File: config.mk
export PLATFORM = sky130hd
export DESIGN_NAME = crc_clock_ratio_control
export DESIGN_NICKNAME = d
export VERILOG_FILES = /design/src/crc_pkg.sv /design/src/crc_clock_ratio_control.sv
export VERILOG_INCLUDE_DIRS = /design/src
export SDC_FILE = /design/constraint.sdc
export NUM_CORES = 1
export LEC_CHECK = 0
export BUFFER_PORTS_ARGS = -buffer_cell sky130_fd_sc_hd__clkbuf_2
export CORE_AREA = 2 2 92 67
export CTS_BUF_LIST = sky130_fd_sc_hd__clkbuf_4
export CTS_CLUSTER_DIAMETER = 80
export DETAILED_ROUTE_END_ITERATION = 7
export DIE_AREA = 0 0 94 69
export GPL_TIMING_DRIVEN = 0
export PLACE_DENSITY = 0.81
export SLEW_MARGIN = 20
export SYNTH_ARGS = -nofsm -noshare
export SYNTH_HDL_FRONTEND = slang
export SYNTH_SLANG_ARGS = --single-unit
File: constraint.sdc
create_clock -name clk_sys_i -period 2.6 [get_ports clk_sys_i]
set_input_delay 0.26 -clock clk_sys_i [delete_from_list [all_inputs] [get_ports clk_sys_i]]
set_output_delay 0.26 -clock clk_sys_i [all_outputs]
set_load 0.02 [all_outputs]
File: src/crc_params.svh
`ifndef CRC_PARAMS_SVH
`define CRC_PARAMS_SVH

// register byte addresses on the apb slave
`define CRC_ADDR_DIVCTL 12'h000
`define CRC_ADDR_TIMCTL 12'h004
`define CRC_ADDR_CNVCTL 12'h008
`define CRC_ADDR_STATUS 12'h00C

// reset values
`define CRC_DIVCTL_RESET 16'h0333
`define CRC_AUXCTL_RESET 8'h43
// fixed upper bits of the 8-bit clock control registers
`define CRC_AUX_FIXED 6'h10

// divider control field positions
`define CRC_DIV_STBY_CKOE_BIT 12
`define CRC_DIV_INT_LSB 8
`define CRC_DIV_BUS_LSB 4
`define CRC_DIV_PER_LSB 0
`define CRC_DIV_FIELD_W 3

// status register field positions
`define CRC_ST_GUARD_BIT 0
`define CRC_ST_REINIT_BIT 1
`define CRC_ST_OSCSTOP_BIT 2

// ticks of the input clock the pin is held low on a bus ratio switch
`define CRC_GUARD_CYCLES 4'h1

`endif

File: src/crc_pkg.sv
package crc_pkg;
   typedef struct packed {
      logic [15:0] divctl;
      logic [1:0] timsel;
      logic [1:0] cnvsel;
      logic [3:0] guard_cnt;
      logic reinit;
      logic reinit_seen;
      logic [31:0] prdata;
      logic pready;
      logic pslverr;
   } crc_state_t;

   typedef struct packed {
      logic [2:0] int_div;
      logic [2:0] bus_div;
      logic [2:0] per_div;
      logic [1:0] tim_div;
      logic [1:0] cnv_div;
   } crc_ratios_t;
endpackage : crc_pkg
File: src/crc_clock_ratio_control.sv
`timescale 1ns/1ps
`include "crc_params.svh"

module crc_clock_ratio_control (
   input wire logic clk_sys_i,
   input wire logic reset_i,
   input wire logic psel_i,
   input wire logic penable_i,
   input wire logic pwrite_i,
   input wire logic [11:0] paddr_i,
   input wire logic [31:0] pwdata_i,
   input wire logic [3:0] pstrb_i,
   output logic [31:0] prdata_o,
   output logic pready_o,
   output logic pslverr_o,
   input wire logic standby_i,
   input wire logic osc_stop_i,
   input wire logic ref_clk_level_i,
   output crc_pkg::crc_ratios_t ratios_o,
   output logic clk_pin_o,
   output logic clk_pin_oe_o,
   output logic tim_clk_en_o,
   output logic cnv_clk_en_o,
   output logic reinit_o,
   output logic hc_pins_hiz_o
);
   import crc_pkg::*;

   crc_state_t st_r;
   crc_state_t st_nxt;
   logic clk_pin_r;
   logic clk_pin_oe_r;
   logic hiz_r;
   logic tim_en_r;
   logic cnv_en_r;
   crc_ratios_t ratios_r;

   function automatic logic [7:0] aux_image(input logic [1:0] sel);
      aux_image = {`CRC_AUX_FIXED, sel};
   endfunction : aux_image

   function automatic logic [2:0] field3(input logic [15:0] v, input int lsb);
      field3 = v[lsb +: `CRC_DIV_FIELD_W];
   endfunction : field3

   logic wr_acc;
   logic rd_acc;
   logic hit_div;
   logic hit_tim;
   logic hit_cnv;
   logic hit_st;
   logic [15:0] new_div;

   always_comb begin
      wr_acc = psel_i && penable_i && pwrite_i && !st_r.pready;
      rd_acc = psel_i && penable_i && !pwrite_i && !st_r.pready;
      hit_div = paddr_i == `CRC_ADDR_DIVCTL;
      hit_tim = paddr_i == `CRC_ADDR_TIMCTL;
      hit_cnv = paddr_i == `CRC_ADDR_CNVCTL;
      hit_st = paddr_i == `CRC_ADDR_STATUS;
      new_div = pwdata_i[15:0];
   end

   always_comb begin
      st_nxt = st_r;
      st_nxt.pready = 1'b0;
      st_nxt.pslverr = 1'b0;
      st_nxt.reinit = 1'b0;
      if (st_r.guard_cnt != 4'h0) begin
         st_nxt.guard_cnt = st_r.guard_cnt - 4'h1;
      end
      if (wr_acc) begin
         st_nxt.pready = 1'b1;
         if (hit_div) begin
            // only full halfword lane writes take effect
            if (pstrb_i[1:0] == 2'h3) begin
               st_nxt.divctl = new_div;
               if (new_div != st_r.divctl) begin
                  st_nxt.reinit = 1'b1;
                  st_nxt.reinit_seen = 1'b1;
               end
               if (field3(new_div, `CRC_DIV_BUS_LSB) != field3(st_r.divctl, `CRC_DIV_BUS_LSB)) begin
                  st_nxt.guard_cnt = `CRC_GUARD_CYCLES;
               end
            end
         end else if (hit_tim) begin
            if (pstrb_i[0]) begin
               st_nxt.timsel = pwdata_i[1:0];
            end
         end else if (hit_cnv) begin
            if (pstrb_i[0]) begin
               st_nxt.cnvsel = pwdata_i[1:0];
            end
         end else if (hit_st) begin
            // write one clears the sticky reinit flag; a new event wins
            if (pwdata_i[`CRC_ST_REINIT_BIT] && !st_nxt.reinit) begin
               st_nxt.reinit_seen = 1'b0;
            end
         end else begin
            st_nxt.pslverr = 1'b1;
         end
      end
      if (rd_acc) begin
         st_nxt.pready = 1'b1;
         st_nxt.prdata = 32'h0000_0000;
         if (hit_div) begin
            st_nxt.prdata[15:0] = st_r.divctl;
         end else if (hit_tim) begin
            st_nxt.prdata[7:0] = aux_image(st_r.timsel);
         end else if (hit_cnv) begin
            st_nxt.prdata[7:0] = aux_image(st_r.cnvsel);
         end else if (hit_st) begin
            st_nxt.prdata[`CRC_ST_GUARD_BIT] = st_r.guard_cnt != 4'h0;
            st_nxt.prdata[`CRC_ST_REINIT_BIT] = st_r.reinit_seen;
            st_nxt.prdata[`CRC_ST_OSCSTOP_BIT] = osc_stop_i;
         end else begin
            st_nxt.pslverr = 1'b1;
         end
      end
   end

   always_ff @(posedge clk_sys_i) begin
      if (reset_i) begin
         st_r.divctl <= `CRC_DIVCTL_RESET;
         st_r.timsel <= 2'(`CRC_AUXCTL_RESET & 8'h03);
         st_r.cnvsel <= 2'(`CRC_AUXCTL_RESET & 8'h03);
         st_r.guard_cnt <= 4'h0;
         st_r.reinit <= 1'b0;
         st_r.reinit_seen <= 1'b0;
         st_r.prdata <= 32'h0000_0000;
         st_r.pready <= 1'b0;
         st_r.pslverr <= 1'b0;
      end else begin
         st_r <= st_nxt;
      end
   end

   // pin stage and ratio outputs, registered
   always_ff @(posedge clk_sys_i) begin
      if (reset_i) begin
         clk_pin_r <= 1'b0;
         clk_pin_oe_r <= 1'b1;
         hiz_r <= 1'b0;
         tim_en_r <= 1'b1;
         cnv_en_r <= 1'b1;
         ratios_r <= '0;
      end else begin
         // forced low while the bus ratio switches
         clk_pin_r <= (st_nxt.guard_cnt == 4'h0) && ref_clk_level_i;
         clk_pin_oe_r <= !standby_i || st_nxt.divctl[`CRC_DIV_STBY_CKOE_BIT];
         hiz_r <= osc_stop_i;
         tim_en_r <= st_nxt.timsel != 2'h0;
         cnv_en_r <= st_nxt.cnvsel != 2'h0;
         ratios_r.int_div <= field3(st_nxt.divctl, `CRC_DIV_INT_LSB);
         ratios_r.bus_div <= field3(st_nxt.divctl, `CRC_DIV_BUS_LSB);
         ratios_r.per_div <= field3(st_nxt.divctl, `CRC_DIV_PER_LSB);
         ratios_r.tim_div <= st_nxt.timsel;
         ratios_r.cnv_div <= st_nxt.cnvsel;
      end
   end

   assign prdata_o = st_r.prdata;
   assign pready_o = st_r.pready;
   assign pslverr_o = st_r.pslverr;
   assign ratios_o = ratios_r;
   assign clk_pin_o = clk_pin_r;
   assign clk_pin_oe_o = clk_pin_oe_r;
   assign tim_clk_en_o = tim_en_r;
   assign cnv_clk_en_o = cnv_en_r;
   assign reinit_o = st_r.reinit;
   assign hc_pins_hiz_o = hiz_r;
endmodule : crc_clock_ratio_control

==> results of run 1 <==
synthesized netlist by cell type (all sizes together):
| master | count |
|---|---|
| inv | 2 |
| mux2 | 1 |
| a21o | 2 |
| conb | 1 |
| nand4 | 3 |
| a22oi | 2 |
| o2111ai | 1 |
| nand4b | 3 |
| mux4 | 1 |
| mux2i | 14 |
| xnor2 | 9 |
| nand3b | 4 |
| or3b | 1 |
| nand2b | 11 |
| a21oi | 17 |
| clkbuf | 7 |
| and4b | 1 |
| o31ai | 1 |
| o21ai | 1 |
| nand2 | 25 |
| ha | 1 |
| a22o | 12 |
| and4 | 1 |
| nor3 | 8 |
| nor2b | 1 |
| xor2 | 8 |
| nor4 | 4 |
| buf | 39 |
| nand3 | 7 |
| dfxtp | 59 |
| nor2 | 24 |
| or4 | 2 |
| or2 | 4 |
| or3 | 1 |
routing by layer:
metal	up-vias	GRT usage [%]	part of all wire, %
met2	95	28.57	45
met4	0	8.213	1.3
met3	6	7.760	9.2
met5	-	0	0
li1	1095	-	-
met1	982	25.72	44
critical path: cells and delay by family:
kind	cells	cell delay [ns]
AOI/OAI and AO/OA	1	0.14
buffers and inverters	2	0.28
and+or+nand+nor	3	1.49
power groups by stage:
stage               clock (uW)  sequential (uW)  combinational (uW)
global route               552              976                 420
detailed placement           0              991                 367
CTS                        510              970                 371
finish                     493              970                 374
floorplan                    0             1000                 254
global placement             0              989                 353
stage by stage:
step | utilization (%) | total power [uW]
2_1_floorplan | - | 1258
3_3_place_gp | 57.68 | 1342
3_5_place_dp | 57.68 | 1358
4_1_cts | 59.40 | 1852
5_1_grt | 59.40 | 1948
6_report | 59.40 | 1838
kinds of logic after synthesis:
family          Yosys count  share of synthesized area, %
buf+inv                  48                         13.49
simple gates            100                         20.61
mux                      16                         6.379
flops                    59                         43.32
other cells               1                        0.1375
fa+ha+maj                 1                        0.4589
compound gates           36                         10.14
xor+xnor                 17                         5.461
how the worst max path moves through the flow:
stage                                     endpoint  depth (start not counted)  slack, ns
final                     prdata_o[5]$_SDFFE_PP0P_                          6       0.76
after global routing          clk_pin_o$_SDFF_PP0_                          6       0.62
after CTS                   ratios_o[7]$_SDFF_PP0_                          6       0.79
after detailed placement    ratios_o[7]$_SDFF_PP0_                          7       0.36
after global placement      ratios_o[7]$_SDFF_PP0_                          7       0.40
after floorplan            clk_pin_oe_o$_SDFF_PP1_                          6       0.63
area by class of cell:
type,count,area [sq um]
Clock inverter,5,21.27
Buffer,46,360.3
Tap cell,75,93.84
Inverter,2,7.507
Fill cell,526,2278
Timing Repair Buffer,72,360.3
Clock buffer,10,75.07
Multi-Input combinational cell,186,1234
Sequential cell,59,1181
==> key figures, run 1 <==
Clocking
  • Clk Latency, worst-skew pair: 0.39 ns
  • CTS tree: built
  • CTS sink count: 59
  • Hold buffers post-CTS: 0
  • # Post-CTS Setup Buffers: 0
  • Maximum clock path buffer count: 2
  • Clk slew on worst S/H paths: 0.09 ns
  • Post_cts resized: 0
  • Root buffer cell: clkbuf_4
  • H-tree levels: 3
  • Num CTS Buffers: 9

Synth
  • Synth warn: 0
  • Ranking of synthesized cells by area: dfxtp_1 (43%), buf_4 (9.9%), mux2i_1 (5.1%)
  • Mapped cell area: 2726 sq um
  • Yosys cell types: 42
  • Avg Inst Size Synth: 9.807 sq um
  • Post-synth top area cell: dfxtp_1
  • Synth Register Bits: 59
  • Area share of the leading cell type in the synthesized netlist: 43.32%
  • Register area share after synthesis: 43.32%
  • Post-synthesis cell count: 278

Cells and area
  • Final #Nets: 433
  • Ant. Diodes: 0
  • Largest register FFs: 25
  • Area Growth Syn to Fin: 22.26%
  • Most frequent cells in the layout: clkbuf_2 (72), dfxtp_1 (59), buf_4 (36)
  • Final instance area: 3333 sq um
  • Reg with most FFs: st_r
  • Post-Layout Cell Count: 455
  • Share of cells above drive strength 1: 40.79%
  • Commonest non-fill, non-tap cell in the layout: clkbuf_2

Setup path
  • CP Max Fanout: 10
  • R2r worst-path depth: 6
  • Endpoint class of the critical path: flip-flop
  • R2R Path End: ratios_o[7]$_SDFF_PP0_
  • Setup CP Type: in2reg
  • Worst stage delay on the critical path: 0.59 ns
  • Critical path's slowest cell: nor3_1
  • CP startpoint: paddr_i[1]
  • CP Data Required Time: 2.94 ns
  • Critical path arrival: 2.18 ns
  • CP cell instances: clkbuf_2 > or4_4 > nor3_1 > and4b_1 > buf_4 > a22o_1
  • Critical path startpoint category: input pin
  • FF-to-FF setup slack: 0.78 ns
  • Reg-to-Reg Start: pready_o$_SDFF_PP0_

Power
  • Pleak: 0.001517 uW
  • Peak VDD IR: 0.2279 mV
  • Combinational power share: 20.4%
  • Pwr dens: 551.3 nW/um^2
  • Internal power: 1294 uW
  • Clk pwr share: 26.8%
  • Part of the power in registers: 52.8%
  • Sw Ratio: 29.59%
  • Switching power: 543.8 uW

Timing
  • Fin crit share: 70.85%
  • Least-Margin Pin Slew: 0.6905 ns
  • Slew margin rel.: 53.61%
  • Final setup violation count: 0
  • Layout Skew: 0.008199 ns
  • Max Freq: 542.9 MHz
  • RSZ-0062 raised after global routing: false
  • Min Tclk post-route: 1.842 ns
  • Setup TNS: 0 ns
  • Fin. Hold Viols: 0
  • Hold WS: 0.06291 ns
  • Fin worst setup slack: 0.7580 ns
  • Slew Limit Fails: 0

Placed design
  • Setup WS pre-CTS: 0.3624 ns
  • Port Buffer Count: 72
  • Placed Area: 3237 sq um
  • Routability cong.: 0.8055
  • Dpl hpwl: 4.612 mm
  • Placed Instances: 440

Floorplanning
  • Die area: 6486 sq um
  • Core Box Area: 5612 sq um
  • Number of core rows: 23
  • Chip Width: 94 microns
  • Io pins: 109
  • Starting Density: 48.58%
  • Die extent in y: 69 microns

Worst hold path
  • Hold Path Stages: 2
  • Min-Delay Path Class: in2reg
  • Hold Path Sink: clk_pin_oe_o$_SDFF_PP1_
  • Worst hold start: standby_i

Detailed routing
  • Final wirelength: 5.936 mm
  • Vias: 2178
  • Post-route DRC violation count: 0
  • 1st-pass router iterations: 4
  • Antenna viol nets, final: 0
  • Routed wire length per instance: 13.05 microns
  • Via density: 4.787
  • Drt initial violations: 89

Outcome
  • Outcome: finished, final reports clean

Global routing
  • First-pass GRT wire length: 9.701 mm
  • Initial antenna violation count: 0
  • Gr ovfl total: 0
  • Largest net degree at the start of global routing: 11
  • Global Route Usage Sum: 19.59%
  • Number of global-route vias before repair: 2063

Job
  • Max-cap violations: 0
Note: power is estimated with default switching activity, not from simulation.
==> inputs of run 2 (changes only) <==
- clock period: 2.6 -> 1.7 ns (I/O delays scaled with it)
==> key figures, run 2 (same netlist as run 1, synthesis figures left out) <==
Outcome
  • Outcome: finished, violations left (was finished, final reports clean)
  • Failing checks: setup timing

Clocking
  • H-tree levels: 3 (unchanged)
  • Clk slew on worst S/H paths: 0.12 ns (was 0.09 ns)
  • CTS sink count: 59 (unchanged)
  • Root buffer cell: clkbuf_4 (unchanged)
  • Clk Latency, worst-skew pair: 0.42 ns (was 0.39 ns)
  • CTS tree: built (unchanged)
  • Maximum clock path buffer count: 2 (unchanged)
  • Num CTS Buffers: 9 (unchanged)

Placed design
  • Setup WS pre-CTS: -0.4499 ns (was 0.3624 ns)
  • Dpl hpwl: 4.720 mm (was 4.612 mm)
  • Routability cong.: 0.8211 (was 0.8055)
  • Port Buffer Count: 72 (unchanged)

Setup path
  • CP bufs+invs: 1 (was 2)
  • Setup CP Type: reg2reg (was in2reg)
  • Endpoint class of the critical path: flip-flop (unchanged)
  • Worst stage delay on the critical path: 0.34 ns (was 0.59 ns)
  • CP Max Fanout: 5 (was 10)
  • Critical path's slowest cell: dfxtp_2 (was nor3_1)
  • Critical path startpoint category: flip-flop (was input pin)
  • CP top delay family: simple AND/OR/NAND/NOR gates (unchanged)
  • CP Data Required Time: 2.01 ns (was 2.94 ns)
  • Critical path arrival: 2.06 ns (was 2.18 ns)
  • CP cell instances: nand4b_1 > nor4_4 > and4_4 > buf_12 > mux2i_4 > nand3b_1 (was clkbuf_2 > or4_4 > nor3_1 > and4b_1 > buf_4 > a22o_1)

Power
  • Sw Ratio: 31.53% (was 29.59%)
  • Part of the power in registers: 46.0% (was 52.8%)
  • Switching power: 1025 uW (was 543.8 uW)
  • Peak VDD IR: 0.6313 mV (was 0.2279 mV)
  • Combinational power share: 21.8% (was 20.4%)
  • Clk pwr share: 32.2% (was 26.8%)
  • Internal power: 2225 uW (was 1294 uW)
  • Pleak: 0.001712 uW (was 0.001517 uW)
  • Overall power: 3250 uW (was 1838 uW)
  • Pwr dens: 866.4 nW/um^2 (was 551.3 nW/um^2)

Global routing
  • Global Route Usage Sum: 22.20% (was 19.59%)
  • Gr ovfl total: 0 (unchanged)
  • Number of global-route vias before repair: 2396 (was 2063)
  • Initial antenna violation count: 0 (unchanged)
  • First-pass GRT wire length: 11.19 mm (was 9.701 mm)
  • Largest net degree at the start of global routing: 13 (was 11)

Timing
  • Slew margin rel.: 56.86% (was 53.61%)
  • Max Freq: 571.6 MHz
  • Slew Limit Fails: 0 (unchanged)
  • Final setup violation count: 22 (was 0)
  • Fin. Hold Viols: 0 (unchanged)
  • Fin worst setup slack: -0.04944 ns (was 0.7580 ns)
  • Least-Margin Pin Slew: 0.6471 ns (was 0.6905 ns)
  • RSZ-0062 raised after global routing: true (was false)
  • Fin crit share: 102.9%
  • Min Tclk post-route: 1.749 ns
  • Layout Skew: 0.01480 ns (was 0.008199 ns)

Detailed routing
  • Final wirelength: 6.790 mm (was 5.936 mm)
  • Vias: 2330 (was 2178)
  • Via density: 4.947 (was 4.787)
  • Routed wire length per instance: 14.42 microns (was 13.05 microns)
  • Drt initial violations: 117 (was 89)
  • Antenna viol nets, final: 0 (unchanged)
  • Post-route DRC violation count: 0 (unchanged)
  • 1st-pass router iterations: 4 (unchanged)

Floorplanning
  • Core Box Area: 5612 sq um (unchanged)
  • Die extent in y: 69 microns (unchanged)
  • Chip Width: 94 microns (unchanged)
  • Number of core rows: 23 (unchanged)
  • Io pins: 109 (unchanged)
  • Die area: 6486 sq um (unchanged)
  • Starting Density: 48.58% (unchanged)

Cells and area
  • Ant. Diodes: 0 (unchanged)
  • Largest register FFs: 25 (unchanged)
  • Most frequent cells in the layout: clkbuf_2 (72), dfxtp_1 (58), buf_4 (40) (was clkbuf_2 (72), dfxtp_1 (59), buf_4 (36))
  • Reg with most FFs: st_r (unchanged)
  • Share of cells above drive strength 1: 46.72% (was 40.79%)
  • Final #Nets: 448 (was 433)
  • Area Growth Syn to Fin: 37.59% (was 22.26%)
  • Commonest non-fill, non-tap cell in the layout: clkbuf_2 (unchanged)

Worst hold path
  • Min-Delay Path Class: in2reg (unchanged)

Job
  • Max-cap violations: 0 (unchanged)
-- run 2: changes by cell type in the layout (fill, tap and decap cells not counted), sizes merged --
cell and change:
clkbuf -1, buf +5, dlygate4sd3 +10, clkinvlp +1
bufinv +1, inv +2, clkinv -2
-- run 2: area by class of cell --
class	instances	area (sq um)
buffer	45	356.6
clock buffer	9	67.56
clock inverter	7	76.32
fill	462	1861
inverter	2	7.507
multi-input combinational	186	1440
sequential	59	1182
tap	75	93.84
timing repair buffer	88	526.8
-- run 2: final timing paths --
kind,start,to,slack [ns],cells past startpoint
worst max-delay path,pready_o$_SDFF_PP0_,clk_pin_oe_o$_SDFF_PP1_,-0.05,6
worst min-delay path,pwdata_i[15],st_r[59]$_SDFFE_PP0P_,0.02,3
worst max register to register,pready_o$_SDFF_PP0_,clk_pin_oe_o$_SDFF_PP1_,-0.05,6
worst min register to register,prdata_o[0]$_SDFFE_PP0P_,prdata_o[0]$_SDFFE_PP0P_,0.46,2
-- run 2: timing repair --
| item | 4_1_cts | 5_1_grt |
|---|---|---|
| buffers inserted | 4 | 1 |
| setup endpoints to repair | 37 | 50 |
| gates cloned | 0 | 1 |
| hold endpoints to repair | 9 | 1 |
| hold buffers | 9 | 1 |
| resized for setup | 17 | 18 |
| pin swaps | 2 | 8 |
-- run 2: tightest hold or removal path, cell delays in order --
cell and delay [ns]:
clkbuf_2 0.12, nand2_4 0.07, a21oi_2 0.04
-- run 2: routing by layer --
metal / vias up / routed length (microns) / global-route usage, %
li1: 1136 / - / -
met1: 1114 / 2895 / 25.94
met2: 74 / 3355 / 36.90
met3: 6 / 483 / 10.05
met4: 0 / 55 / 5.797
met5: - / 0 / 0
-- run 2: power groups by stage --
stage	combinational [uW]	sequential, uW	clock, uW
6_report	710	1500	1050
4_1_cts	617	1490	1060
2_1_floorplan	399	1540	0
3_5_place_dp	570	1520	0
5_1_grt	775	1500	1110
3_3_place_gp	559	1510	0
-- run 2: stage by stage --
stage          hold WS (ns)  cells  cell area [sq um]  setup TNS (ns)  utilization [%]
2_1_floorplan        0.2577    293               2831          -4.616                -
3_3_place_gp         0.3893    440               3286          -17.02            58.55
3_5_place_dp         0.3875    440               3286          -18.45            58.55
4_1_cts            0.001572    469               3635         -0.8212            64.77
5_1_grt            0.009198    471               3751          -3.082            66.85
6_report            0.02159    471               3751         -0.4288            66.85
==> inputs of run 3 (changes only) <==
- CAP_MARGIN: unset -> 20
- SLEW_MARGIN: 20 -> 10
- clock period: 1.7 -> 1.8 ns (I/O delays scaled with it)
==> key figures, run 3 (same netlist as run 1, synthesis figures left out) <==
Global routing
  • First-pass GRT wire length: 10.05 mm (was 11.19 mm)
  • Number of global-route vias before repair: 2169 (was 2396)
  • Global Route Usage Sum: 19.98% (was 22.20%)
  • Largest net degree at the start of global routing: 11 (was 13)
  • Gr ovfl total: 0 (unchanged)
  • Initial antenna violation count: 0 (unchanged)

Setup path
  • Worst stage delay on the critical path: 0.33 ns (was 0.34 ns)
  • CP Max Fanout: 5 (unchanged)
  • CP top delay family: simple AND/OR/NAND/NOR gates (unchanged)
  • Critical path startpoint category: flip-flop (unchanged)
  • Endpoint class of the critical path: flip-flop (unchanged)
  • CP Data Required Time: 2.07 ns (was 2.01 ns)
  • Critical path arrival: 2.01 ns (was 2.06 ns)
  • CP bufs+invs: 1 (unchanged)
  • Critical path's slowest cell: dfxtp_2 (unchanged)
  • CP cell instances: nand4b_1 > nor4_4 > and4_4 > clkbuf_16 > mux2i_4 > nor2_1 (was nand4b_1 > nor4_4 > and4_4 > buf_12 > mux2i_4 > nand3b_1)
  • Setup CP Type: reg2reg (unchanged)

Clocking
  • Root buffer cell: clkbuf_4 (unchanged)
  • Clk slew on worst S/H paths: 0.10 ns (was 0.12 ns)
  • CTS sink count: 59 (unchanged)
  • Maximum clock path buffer count: 2 (unchanged)
  • H-tree levels: 3 (unchanged)
  • Num CTS Buffers: 9 (unchanged)
  • Clk Latency, worst-skew pair: 0.40 ns (was 0.42 ns)
  • CTS tree: built (unchanged)

Timing
  • Fin crit share: 96.42% (was 102.9%)
  • Fin worst setup slack: 0.06436 ns (was -0.04944 ns)
  • Max Freq: 576.2 MHz (was 571.6 MHz)
  • Min Tclk post-route: 1.736 ns (was 1.749 ns)
  • Layout Skew: 0.009824 ns (was 0.01480 ns)
  • Slew margin rel.: 57.28% (was 56.86%)
  • Final setup violation count: 0 (was 22)
  • Slew Limit Fails: 0 (unchanged)
  • Hold WS: 0.01071 ns (was 0.02159 ns)
  • Fin. Hold Viols: 0 (unchanged)
  • Least-Margin Pin Slew: 0.6408 ns (was 0.6471 ns)

Power
  • Peak VDD IR: 0.4938 mV (was 0.6313 mV)
  • Pwr dens: 846.4 nW/um^2 (was 866.4 nW/um^2)
  • Pleak: 0.001673 uW (was 0.001712 uW)

Floorplanning
  • Die area: 6486 sq um (unchanged)
  • Starting Density: 48.58% (unchanged)
  • Die extent in y: 69 microns (unchanged)
  • Io pins: 109 (unchanged)
  • Number of core rows: 23 (unchanged)
  • Chip Width: 94 microns (unchanged)
  • Core Box Area: 5612 sq um (unchanged)

Outcome
  • Outcome: finished, final reports clean (was finished, violations left)

Cells and area
  • Share of cells above drive strength 1: 43.93% (was 46.72%)
  • Fill cell count: 478 (was 462)
  • Ant. Diodes: 0 (unchanged)
  • Largest register FFs: 25 (unchanged)
  • Commonest non-fill, non-tap cell in the layout: clkbuf_2 (unchanged)
  • Most frequent cells in the layout: clkbuf_2 (72), dfxtp_1 (58), buf_4 (39) (was clkbuf_2 (72), dfxtp_1 (58), buf_4 (40))
  • Reg with most FFs: st_r (unchanged)
  • Area Growth Syn to Fin: 31.48% (was 37.59%)
  • Final #Nets: 439 (was 448)

Job
  • Max-cap violations: 0 (unchanged)

Placed design
  • Setup WS pre-CTS: -0.3127 ns (was -0.4499 ns)
  • Routability cong.: 0.7851 (was 0.8211)
  • Dpl hpwl: 4.771 mm (was 4.720 mm)
  • Port Buffer Count: 72 (unchanged)

Detailed routing
  • Vias: 2234 (was 2330)
  • Via density: 4.835 (was 4.947)
  • 1st-pass router iterations: 6 (was 4)
  • Routed wire length per instance: 13.98 microns (was 14.42 microns)
  • Final wirelength: 6.458 mm (was 6.790 mm)
  • Drt initial violations: 84 (was 117)
  • Post-route DRC violation count: 0 (unchanged)
  • Antenna viol nets, final: 0 (unchanged)

Worst hold path
  • Min-Delay Path Class: in2reg (unchanged)
-- run 3: cell types whose count changed in the layout (fill, tap and decap cells not counted), moves of 2 or more --
| cell | change |
|---|---|
| mux2i_4 | -4 |
| a21oi_1 | +2 |
| mux2i_1 | +3 |
| a21oi_2 | -2 |
| nor2_1 | +4 |
| dlygate4sd3_1 | -9 |
| inv_6 | -2 |
| nor2_2 | -4 |
| clkinv_4 | -2 |
-- run 3: final timing paths --
check                      startpoint                       end  slack [ns]  depth (start not counted)
min reg2reg  prdata_o[0]$_SDFFE_PP0P_  prdata_o[0]$_SDFFE_PP0P_        0.47                          2
max reg2reg       pready_o$_SDFF_PP0_    ratios_o[4]$_SDFF_PP0_        0.06                          6
max               pready_o$_SDFF_PP0_    ratios_o[4]$_SDFF_PP0_        0.06                          6
min                   ref_clk_level_i      clk_pin_o$_SDFF_PP0_        0.01                          3
-- run 3: through the flow --
step / cells / setup TNS [ns] / area, sq um / utilization (%) / total power, uW
finish: 462 / 0 / 3585 / 63.88 / 3034
global route: 462 / -0.04345 / 3585 / 63.88 / 3156
CTS: 457 / 0 / 3452 / 61.52 / 3028
detailed placement: 440 / -12.93 / 3282 / 58.48 / 1974
global placement: 440 / -11.97 / 3282 / 58.48 / 1946
floorplan: 293 / -1.494 / 2828 / - / 1817
-- run 3: cell type report --
class | count | area [sq um] | area share (%)
Multi-Input combinational cell | 186 | 1335 | 37.24
Clock inverter | 6 | 80.08 | 2.234
Buffer | 46 | 367.9 | 10.26
Clock buffer | 10 | 75.07 | 2.094
Sequential cell | 59 | 1182 | 32.98
Timing Repair Buffer | 78 | 442.9 | 12.36
Tap cell | 75 | 93.84 | 2.618
Inverter | 2 | 7.507 | 0.2094
-- run 3: worst register-to-register path: stages, from the launching register on --
cell and delay, ns:
dfxtp_2 0.33, nand4b_1 0.25, nor4_4 0.25, and4_4 0.31, clkbuf_16 0.17, mux2i_4 0.23
nor2_1 0.06
-- run 3: layer usage --
layer	vias to the layer above	GRT usage [%]	share of wire [%]
met5	-	0	0
met4	0	6.441	1.1
met3	8	6.230	6.4
met2	79	30.63	46
met1	1040	26.79	46
li1	1107	-	-
-- run 3: where the power goes --
part           internal [uW]  leakage, uW  switching [uW]
Clock                    568    0.0000815             492
Combinational            257      0.00111             312
Sequential              1360     0.000482            44.0
Total                   2190      0.00167             848
-- run 3: what timing repair did --
action | 4_1_cts | 5_1_grt
endpoints found under the hold margin | 1 | 0
setup buffers | 0 | 3
endpoints found under the setup margin | 2 | 39
hold buffers | 1 | 0
gates resized for setup | 3 | 12
cloned | 0 | 2
